`config.mk`:
```
export PLATFORM = sky130hd
export DESIGN_NAME = ftog_gate
export DESIGN_NICKNAME = d
export VERILOG_FILES = /design/src/hw/ftog_pkg.sv /design/src/hw/ftog_dbnc.sv /design/src/hw/ftog_down.sv /design/src/hw/ftog_gate.sv
export SDC_FILE = /design/constraint.sdc
export NUM_CORES = 1
export LEC_CHECK = 0
export BUFFER_PORTS_ARGS = -buffer_cell sky130_fd_sc_hd__buf_2
export CAP_MARGIN = 30
export CORE_MARGIN = 10
export CORE_UTILIZATION = 51
export CTS_BUF_LIST = sky130_fd_sc_hd__clkbuf_4
export DETAILED_ROUTE_END_ITERATION = 8
export GPL_ROUTABILITY_DRIVEN = 0
export PLACE_DENSITY = 0.69
export SYNTH_ARGS = -nofsm -noshare
export SYNTH_HDL_FRONTEND = slang
export SYNTH_HIERARCHICAL = 1
export SYNTH_SLANG_ARGS = --single-unit
export TNS_END_PERCENT = 5
```
`constraint.sdc`:
```
create_clock -name pclk -period 3.9 [get_ports pclk]
set_clock_uncertainty 0.15 [all_clocks]
set_input_delay 0.39 -clock pclk [delete_from_list [all_inputs] [get_ports pclk]]
set_output_delay 0.39 -clock pclk [all_outputs]
set_load 0.1 [all_outputs]
```
`src/hw/ftog_pkg.sv`:
```
// shared constants and carrier types of the frame trigger overlap gate
package ftog_pkg;
   // ---------------------------------------------------------------
   // clock and timing
   // ---------------------------------------------------------------
   localparam int CLK_NS = 40;
   localparam int US_CYC = 1000 / CLK_NS;
   localparam logic [4:0] TICK_LAST = 5'(US_CYC - 1);
   localparam int TRIG_EXP_NS = 3230;
   localparam int TRIG_EXP_CYC = (TRIG_EXP_NS + CLK_NS - 1) / CLK_NS;
   localparam int TAIL_NS = 16500;
   localparam int TAIL_CYC = (TAIL_NS + CLK_NS - 1) / CLK_NS;
   localparam int GAP_NS = 62000;
   localparam int GAP_CYC = (GAP_NS + CLK_NS - 1) / CLK_NS;
   localparam int READOUT_MAX_US = 23242;
   localparam int READOUT_MIN_US = 1602;
   localparam int LINE_HOLD = 12;
   localparam int CW = 24;
   // ---------------------------------------------------------------
   // register map (byte addresses)
   // ---------------------------------------------------------------
   localparam logic [7:0] A_CTRL = 8'h00;
   localparam logic [7:0] A_EXPOSE = 8'h04;
   localparam logic [7:0] A_DEBOUNCE = 8'h08;
   localparam logic [7:0] A_SOFT = 8'h0c;
   localparam logic [7:0] A_STATUS = 8'h10;
   localparam logic [7:0] A_COUNT = 8'h14;
   localparam logic [31:0] CTRL_RST = 32'h0000_0000;
   localparam logic [CW-1:0] EXPOSE_RST = 24'h00_0100;
   localparam logic [7:0] DEBOUNCE_RST = 8'h00;
   // ---------------------------------------------------------------
   // field encodings
   // ---------------------------------------------------------------
   localparam logic [1:0] POL_OFF = 2'h0;
   localparam logic [1:0] POL_READOUT = 2'h1;
   localparam logic [1:0] POL_EXP_CLOSE = 2'h2;
   localparam logic [2:0] SRC_LINE1 = 3'h0;
   localparam logic [2:0] SRC_LINE2 = 3'h1;
   localparam logic [2:0] SRC_SOFT = 3'h2;
   localparam logic [2:0] SRC_TIMER = 3'h3;
   localparam logic [2:0] SRC_COUNTER = 3'h4;
   // ---------------------------------------------------------------
   // carriers
   // ---------------------------------------------------------------
   typedef struct packed {
      logic [22:0] rsvd;
      logic [2:0] start_event_select;
      logic start_edge_select;
      logic shutter_timing_select;
      logic sensor_family;
      logic [1:0] frame_accept_policy;
      logic external_start_enable;
   } ftog_ctrl_t;
   typedef struct packed {
      logic [1:0] line;
      logic timer_end;
      logic counter_end;
   } ftog_trig_in_t;
   typedef struct packed {
      logic exposure;
      logic readout;
      logic frame_active;
      logic accepted;
      logic rejected;
   } ftog_seq_t;
endpackage

```
`src/hw/ftog_dbnc.sv`:
```
// debounce filter for one trigger input line
`timescale 1ns/1ns
`default_nettype none
module ftog_dbnc import ftog_pkg::*; (
   input wire logic pclk, // clock
   input wire logic presetn, // async reset, active low
   input wire logic raw, // line level in
   input wire logic [7:0] period_us, // filter time in microseconds
   output logic clean // filtered level
);
   typedef struct packed {
      logic [4:0] tick;
      logic [7:0] us;
      logic clean;
   } ftog_dbnc_t;
   ftog_dbnc_t s;
   ftog_dbnc_t next_s;
   always_comb begin
      next_s = s;
      if (raw == s.clean) begin
         // a glitch shorter than the period restarts the measure
         next_s.tick = 5'h0;
         next_s.us = 8'h00;
      end else if (s.us >= period_us) begin
         next_s.clean = raw;
      end else if (s.tick == TICK_LAST) begin
         next_s.tick = 5'h0;
         next_s.us = s.us + 8'h01;
      end else begin
         next_s.tick = s.tick + 5'h1;
      end
   end
   always_ff @(posedge pclk or negedge presetn) begin
      if (!presetn) begin
         s <= '0;
      end else begin
         s <= next_s;
      end
   end
   assign clean = s.clean;
endmodule
`default_nettype wire

```
`src/hw/ftog_down.sv`:
```
// loadable down counter with registered busy flag
`timescale 1ns/1ns
`default_nettype none
module ftog_down #(
   parameter int W = 24
) (
   input wire logic pclk, // clock
   input wire logic presetn, // async reset, active low
   input wire logic load, // load value this cycle
   input wire logic [W-1:0] value, // cycles to run
   output logic [W-1:0] count, // cycles left
   output logic busy // count not zero
);
   typedef struct packed {
      logic [W-1:0] count;
      logic busy;
   } ftog_down_t;
   ftog_down_t s;
   ftog_down_t next_s;
   always_comb begin
      next_s = s;
      if (load) begin
         next_s.count = value;
         next_s.busy = (value != '0);
      end else if (s.count != '0) begin
         next_s.count = s.count - W'(1);
         next_s.busy = (s.count > W'(1));
      end
   end
   always_ff @(posedge pclk or negedge presetn) begin
      if (!presetn) begin
         s <= '0;
      end else begin
         s <= next_s;
      end
   end
   assign count = s.count;
   assign busy = s.busy;
endmodule
`default_nettype wire

```
`src/hw/ftog_gate.sv`:
```
// frame trigger acceptance and exposure/readout sequencing with APB registers
//
// Register access over APB and the register offsets were left to the implementer.
`timescale 1ns/1ns
`default_nettype none
module ftog_gate import ftog_pkg::*; #(
   parameter int READOUT_CYC = READOUT_MAX_US * US_CYC,
   parameter int LINE_CYC = 10
) (
   input wire logic pclk, // clock, 25 MHz
   input wire logic presetn, // async reset, active low
   input wire logic psel, // apb select
   input wire logic penable, // apb enable
   input wire logic pwrite, // apb direction
   input wire logic [7:0] paddr, // apb byte address
   input wire logic [31:0] pwdata, // apb write data
   output logic [31:0] prdata, // apb read data
   output logic pready, // apb ready
   output logic pslverr, // apb error
   input wire ftog_trig_in_t trig_in, // trigger sources
   output ftog_seq_t seq // sequencer controls
);
   // ---------------------------------------------------------------
   // types and constants
   // ---------------------------------------------------------------
   typedef enum logic [1:0] {
      FS_IDLE,
      FS_WAIT,
      FS_EXPOSE
   } ftog_fsm_t;

   typedef struct packed {
      ftog_fsm_t fsm;
      ftog_ctrl_t ctrl;
      logic [CW-1:0] exp_time;
      logic [7:0] dbnc_us;
      logic sw_pulse;
      logic src_prev;
      logic rd_pend;
      logic exposure;
      logic frame_active;
      logic accepted;
      logic rejected;
      logic [15:0] n_acc;
      logic [15:0] n_rej;
      logic [31:0] prdata;
      logic pready;
      logic pslverr;
   } ftog_state_t;

   localparam logic [CW-1:0] RD_LOAD = CW'(READOUT_CYC + TAIL_CYC);
   localparam logic [CW-1:0] OFF_A_DLY = CW'(TRIG_EXP_CYC);
   // second family has no fixed start latency with overlap off
   localparam logic [CW-1:0] OFF_B_DLY = 24'h00_0001;
   localparam logic [CW-1:0] GAP_DLY = CW'(GAP_CYC);
   localparam logic [CW-1:0] HOLD_DLY = CW'(LINE_HOLD * LINE_CYC);

   // ---------------------------------------------------------------
   // functions
   // ---------------------------------------------------------------
   function automatic logic addr_ok(input logic [7:0] a);
      addr_ok = (a == A_CTRL) || (a == A_EXPOSE) || (a == A_DEBOUNCE) ||
                (a == A_SOFT) || (a == A_STATUS) || (a == A_COUNT);
   endfunction

   // delay between acceptance and the earliest exposure start
   function automatic logic [CW-1:0] first_delay(input logic [1:0] pol,
                                                  input logic fam_b);
      if (pol == POL_OFF) begin
         first_delay = fam_b ? OFF_B_DLY : OFF_A_DLY;
      end else if (fam_b) begin
         first_delay = HOLD_DLY;
      end else if (pol == POL_READOUT) begin
         first_delay = GAP_DLY;
      end else begin
         first_delay = '0;
      end
   endfunction

   // ---------------------------------------------------------------
   // state and submodules
   // ---------------------------------------------------------------
   ftog_state_t s;
   ftog_state_t next_s;
   logic [1:0] line_db;
   logic dly_load;
   logic [CW-1:0] dly_val;
   logic [CW-1:0] dly_cnt;
   logic dly_busy;
   logic rd_load;
   logic [CW-1:0] rd_cnt;
   logic rd_busy;
   logic exp_load;
   logic [CW-1:0] exp_cnt;
   logic exp_busy;

   for (genvar i = 0; i < 2; i++) begin : g_line
      ftog_dbnc u_dbnc (
         .pclk(pclk),
         .presetn(presetn),
         .raw(trig_in.line[i]),
         .period_us(s.dbnc_us),
         .clean(line_db[i])
      );
   end

   // start delay, gap and line-clock hold
   ftog_down #(.W(CW)) u_dly (
      .pclk(pclk),
      .presetn(presetn),
      .load(dly_load),
      .value(dly_val),
      .count(dly_cnt),
      .busy(dly_busy)
   );

   // readout of the frame in flight
   ftog_down #(.W(CW)) u_rd (
      .pclk(pclk),
      .presetn(presetn),
      .load(rd_load),
      .value(RD_LOAD),
      .count(rd_cnt),
      .busy(rd_busy)
   );

   // timed exposure length
   ftog_down #(.W(CW)) u_exp (
      .pclk(pclk),
      .presetn(presetn),
      .load(exp_load),
      .value(s.exp_time),
      .count(exp_cnt),
      .busy(exp_busy)
   );

   // ---------------------------------------------------------------
   // next state
   // ---------------------------------------------------------------
   logic lvl;
   logic evt;
   logic win;
   logic a_ro;
   logic aligned;
   logic go;
   logic done;
   logic setup;
   logic wr;

   always_comb begin
      next_s = s;
      lvl = 1'b0;
      evt = 1'b0;
      win = 1'b0;
      a_ro = 1'b0;
      aligned = 1'b0;
      go = 1'b0;
      done = 1'b0;
      dly_load = 1'b0;
      dly_val = '0;
      rd_load = 1'b0;
      exp_load = 1'b0;
      setup = psel && !penable;
      wr = psel && penable && pwrite && s.pready;
      next_s.sw_pulse = 1'b0;
      next_s.accepted = 1'b0;
      next_s.rejected = 1'b0;

      // apb: no wait states, answer in the access cycle
      next_s.pready = setup;
      next_s.pslverr = setup && !addr_ok(paddr);
      next_s.prdata = 32'h0000_0000;
      if (setup && !pwrite) begin
         case (paddr)
            A_CTRL: next_s.prdata = s.ctrl;
            A_EXPOSE: next_s.prdata = {8'h00, s.exp_time};
            A_DEBOUNCE: next_s.prdata = {24'h00_0000, s.dbnc_us};
            A_STATUS: next_s.prdata = {26'h000_0000, s.fsm, s.rd_pend,
                                       rd_busy, s.exposure, s.frame_active};
            A_COUNT: next_s.prdata = {s.n_rej, s.n_acc};
            default: next_s.prdata = 32'h0000_0000;
         endcase
      end
      if (wr) begin
         case (paddr)
            A_CTRL: next_s.ctrl = ftog_ctrl_t'({23'h00_0000, pwdata[8:0]});
            A_EXPOSE: next_s.exp_time = pwdata[CW-1:0];
            A_DEBOUNCE: next_s.dbnc_us = pwdata[7:0];
            A_SOFT: next_s.sw_pulse = pwdata[0];
            default: next_s.sw_pulse = 1'b0;
         endcase
      end

      // trigger source and edge
      case (s.ctrl.start_event_select)
         SRC_LINE1: lvl = line_db[0] ^ s.ctrl.start_edge_select;
         SRC_LINE2: lvl = line_db[1] ^ s.ctrl.start_edge_select;
         SRC_SOFT: lvl = s.sw_pulse;
         SRC_TIMER: lvl = trig_in.timer_end;
         SRC_COUNTER: lvl = trig_in.counter_end;
         default: lvl = 1'b0;
      endcase
      next_s.src_prev = lvl;
      // a control write re-arms the detector, so a new edge select
      // cannot fake an edge on an idle line
      if (wr && paddr == A_CTRL) begin
         next_s.src_prev = 1'b1;
      end
      evt = lvl && !s.src_prev && s.ctrl.external_start_enable;

      // acceptance window while idle
      case (s.ctrl.frame_accept_policy)
         POL_OFF: win = !rd_busy && !s.rd_pend;
         POL_READOUT: win = !s.rd_pend;
         POL_EXP_CLOSE: win = 1'b1;
         default: win = 1'b0;
      endcase
      // first family with the readout policy never overlaps: it waits out the readout, then the gap
      a_ro = !s.ctrl.sensor_family && (s.ctrl.frame_accept_policy == POL_READOUT);
      // short exposure waits so that it closes with the running readout
      aligned = s.ctrl.shutter_timing_select ||
                (!s.rd_pend && (!rd_busy || rd_cnt <= s.exp_time));

      // pending readout starts as soon as the previous one ends
      if (s.rd_pend && !rd_busy) begin
         rd_load = 1'b1;
         next_s.rd_pend = 1'b0;
      end

      case (s.fsm)
         FS_IDLE: begin
            if (evt && win) begin
               next_s.fsm = FS_WAIT;
               dly_load = 1'b1;
               dly_val = first_delay(s.ctrl.frame_accept_policy,
                                     s.ctrl.sensor_family);
               next_s.accepted = 1'b1;
            end else if (evt) begin
               next_s.rejected = 1'b1;
            end
         end
         FS_WAIT: begin
            if (evt) begin
               next_s.rejected = 1'b1;
            end
            if (a_ro && (rd_busy || s.rd_pend)) begin
               // gap restarts until the previous readout is over
               dly_load = 1'b1;
               dly_val = GAP_DLY;
            end else if (!dly_busy) begin
               go = a_ro || aligned;
            end
            if (go) begin
               next_s.fsm = FS_EXPOSE;
               next_s.exposure = 1'b1;
               exp_load = 1'b1;
            end
         end
         FS_EXPOSE: begin
            if (evt) begin
               next_s.rejected = 1'b1;
            end
            if (s.ctrl.shutter_timing_select) begin
               // with the readout policy, pulse mode stays open until the previous readout is out
               done = !lvl;
               if (s.ctrl.frame_accept_policy == POL_READOUT && (rd_busy || s.rd_pend)) begin
                  done = 1'b0;
               end
            end else begin
               done = !exp_busy;
            end
            if (done) begin
               next_s.fsm = FS_IDLE;
               next_s.exposure = 1'b0;
               // a pending readout launched this cycle leaves the new
               // frame pending behind it, so set wins over clear
               if (rd_busy || s.rd_pend) begin
                  next_s.rd_pend = 1'b1;
               end else begin
                  rd_load = 1'b1;
               end
            end
         end
         default: begin
            next_s.fsm = FS_IDLE;
            next_s.exposure = 1'b0;
         end
      endcase

      if (next_s.accepted) begin
         next_s.n_acc = s.n_acc + 16'h0001;
      end
      if (next_s.rejected) begin
         next_s.n_rej = s.n_rej + 16'h0001;
      end
      next_s.frame_active = (next_s.fsm != FS_IDLE) || rd_busy ||
                            next_s.rd_pend || rd_load;
   end

   // ---------------------------------------------------------------
   // registers
   // ---------------------------------------------------------------
   always_ff @(posedge pclk or negedge presetn) begin
      if (!presetn) begin
         s <= '0;
         s.fsm <= FS_IDLE;
         s.ctrl <= ftog_ctrl_t'(CTRL_RST);
         s.exp_time <= EXPOSE_RST;
         s.dbnc_us <= DEBOUNCE_RST;
      end else begin
         s <= next_s;
      end
   end

   // ---------------------------------------------------------------
   // outputs
   // ---------------------------------------------------------------
   // readout comes from the counter's own busy flop
   assign prdata = s.prdata;
   assign pready = s.pready;
   assign pslverr = s.pslverr;
   assign seq.exposure = s.exposure;
   assign seq.readout = rd_busy;
   assign seq.frame_active = s.frame_active;
   assign seq.accepted = s.accepted;
   assign seq.rejected = s.rejected;
endmodule
`default_nettype wire

```
==> qor.yml <==
power:
  comb_power_share: 0.094
  p_per_area_nw_per_um2: 331.8
  power.total_mw: 4.954
  vdd_drop_max_uv: 442.7
  swShare: 0.2814
  internal_power_mw: 3.560
  power.switching_mw: 1.394
  power.leakage_nw: 6.853
  clkPwrFrac: 0.410
  seq_power_share: 0.496
worst_setup_path:
  endpoint_kind: "flip-flop"
  cp_max_fo: 11
  critPathLaunchType: "flip-flop"
  worstSetupPathType: "flip-flop to flip-flop"
  crit_slowest_cell: "nor3_2"
  slowest_delay_ps: 710
  cp_num_buf_inv: 1
  crit_required_ps: 4300
  reg2reg_slack_ps: 260
  cp.arrival_ps: 4040
  r2r_end: "u_rd/count[7]"
  crit_family: "simple AND/OR/NAND/NOR gates"
  reg2reg_depth: 12
  crit_chain: "nor4bb_1 -> a31oi_1 -> and2_4 -> a31oi_1 -> nand2b_1 -> a21oi_1 -> nor2_1 -> nand3_1 -> nor3_2 -> buf_4 -> nor2_1 -> o221a_1"
  r2r-start: "s[112]"
floorplanning:
  die_w_um: 178.4
  start_util: 0.5218
  ioPinCount: 88
  die_area_um2: 31840
  die_h_um: 178.4
  rows: 57
  core_region_area_um2: 24530
synthesis:
  synth_area_um2: 12800
  synth_seq_area_share: 0.4282
  ys_types: 80
  yosys.area.top_type: "dfrtp_1"
  synth_edf_count: 0
  synth_area_leaders: "dfrtp_1, ha_1, mux2_2, nor2_1, xnor2_1"
  synth-seq-cells: 219
  syn_area_per_cell_um2: 9.901
  yosysTopAreaCellShare: 0.4261
  synthFlopType: "dfrtp_1"
  syn_inst: 1293
  yosys_warnings: 6
  async_flop_share: 1.000
detailed_routing:
  ant_nets: 0
  wirelength_met1_mm: 14.19
  routed_wl_mm: 31.79
  drtIter0Drc: 843
  dr_wl_met2_mm: 15.12
  wire_per_inst_um: 16.84
  topRoutingLayerUsed: "met4"
  drc_errors: 0
  met3_length_mm: 1.706
  dr.pass1.iters: 6
  viasPerCell: 5.553
  num_vias: 10480
finish:
  nets: 1623
  drive_gt1_frac: 0.2065
  fin_cells: 1887
  area_delta_synth_final_pct: 16.64
timing:
  finalHoldViolCount: 0
  worstMarginPinSlew_ps: 856.6
  fmax_mhz: 274.5
  finalSetupViolCount: 0
  relSlewSlack: 0.4248
  fin_ws_ps: 257.4
  setup-tns-final_ps: 0
  report.final.slew_viol_count: 0
  fin_crit_sh: 0.9340
  finalCriticalPeriod_ps: 3643
clock_tree:
  htree_levels: 2
  postCtsSetupBuffers: 0
  cts_buffers: 61
  cts_tree: "done"
  clock_path_buffers: 3
  root_buffer: "clkbuf_4"
  clock_latency_ps: 700
  clock_sinks: 219
  clk_pin_slew_worst_paths_ps: 70
placement:
  placedCellCount: 1738
  dp_slack_ps: 267.2
  dpl.hpwl_mm: 22.37
  numPortBuffers: 79
global_route:
  grt_pass1_wl_mm: 52.13
  grt_use_total: 0.1991
  grt_pass1_vias: 10350
  grt-ovfl-total: 0
  antenna_found_initial: 4
  grt_max_degree: 86
hold_path:
  hp-start: "penable"
  hp-class: "input port to flip-flop"
  hold_depth: 4
  min_to: "prdata[30]"
outcome:
  outcome: "complete, no violations"
run:
  maxCapViolCount: 0
==> sequential cells by signal, indices dropped and copies added (netlist names) <==
| name | flops |
|---|---|
| s | 78 |
| prdata | 32 |
| g_line.u_dbnc/s | 26 |
| u_dly/count | 24 |
| u_exp/count | 24 |
| u_rd/count | 24 |
| seq | 4 |
| g_line.u_dbnc/clean | 2 |
| pready | 1 |
| pslverr | 1 |
| u_dly/busy | 1 |
| u_exp/busy | 1 |
| u_rd/busy | 1 |
==> repair_timing <==
action | 4_1_cts | 5_1_grt
hold buffers | 35 | 0
setup endpoints to repair | 0 | 8
hold endpoints to repair | 144 | 0
gates resized for setup | 0 | 3
==> cells by family after synthesis <==
| kind of cell | count (synthesis) | share of synthesized area |
|---|---|---|
| AO/OA/AOI/OAI | 264 | 0.1466 |
| XOR/XNOR | 66 | 0.04515 |
| adder cells (fa/ha/maj) | 63 | 0.06138 |
| buffers and inverters | 153 | 0.05786 |
| flip-flops | 219 | 0.4282 |
| multiplexers | 51 | 0.04427 |
| other | 2 | 0.0005866 |
| AND/OR/NAND/NOR | 475 | 0.2160 |
==> synthesized netlist by cell type, drive strengths merged, types with 12 or more instances <==
master / count
or4: 19
nand4: 35
nand3: 52
o21a: 12
o21ai: 39
or3: 22
a21oi: 74
xor2: 23
inv: 77
nor4: 36
nor3: 43
dfrtp: 218
nor2: 115
clkbuf: 27
o31ai: 12
and2: 16
o311ai: 16
ha: 62
a22oi: 23
buf: 46
nor3b: 13
xnor2: 43
mux2: 45
a211oi: 20
nand2: 77
==> cell type report <==
class | count | area [um^2]
Multi-Input combinational cell | 995 | 6884
Sequential cell | 219 | 5482
Fill cell | 2069 | 9600
Inverter | 80 | 300.3
Antenna cell | 4 | 10.01
Tap cell | 324 | 405.4
Clock inverter | 31 | 158.9
Clock buffer | 79 | 593.1
Timing Repair Buffer | 155 | 1100
==> tightest hold or removal path: stages <==
cell and delay (ps):
buf_2 80, nand2b_1 150, nor3b_1 130, and2_1 170
==> power groups by stage <==
stage | Sequential [mW] | Combinational (mW) | Clock [mW]
after CTS | 2.46 | 0.468 | 2.10
after global routing | 2.47 | 0.535 | 2.22
final | 2.46 | 0.467 | 2.03
after detailed placement | 2.50 | 0.439 | 0
after global placement | 2.50 | 0.418 | 0
after floorplan | 2.48 | 0.283 | 0
==> through the flow <==
| stage | instance area (um^2) | utilization | hold WS (ps) |
|---|---|---|---|
| 6_report | 14930 | 0.6087 | 128.5 |
| 5_1_grt | 14930 | 0.6087 | 100.7 |
| 4_1_cts | 14910 | 0.6077 | 80.00 |
| 3_5_place_dp | 13810 | 0.5627 | 279.3 |
| 3_3_place_gp | 13780 | 0.5616 | 276.4 |
| 2_1_floorplan | 13080 | - | -55.59 |
==> per-layer routing <==
layer	vias up	GRT usage
met4	0	0.07716
met1	5029	0.2593
li1	5115	-
met5	-	0
met3	58	0.03594
met2	277	0.3232
==> cell usage in the layout, fill, tap and decap left out, types with 17 or more instances in the layout <==
cell type        n
dlygate4sd3_1   35
dfrtp_1        218
xnor2_1         43
buf_2           78
nor4_1          22
nand4_1         26
nor3_1          39
a22oi_1         23
nand2_1         77
conb_1          76
nor2_1         115
nand3_1         51
or4_1           17
clkinv_1        22
ha_1            62
clkbuf_4        79
a21oi_1         70
inv_1           77
xor2_1          23
o21ai_0         36
buf_4           38
mux2_2          44
==> how the worst max path moves through the flow <==
stage	from	to	slack, ps	depth (start not counted)
after global placement	s[99]	u_exp/count[7]	310	14
after global routing	s[101]	u_exp/count[7]	-10	14
final	s[112]	u_rd/count[7]	260	12
after floorplan	s[102]	u_exp/count[10]	860	13
after detailed placement	s[99]	u_exp/count[7]	270	14
after CTS	s[99]	u_exp/count[7]	220	14
(Power assumes the default switching activity.)
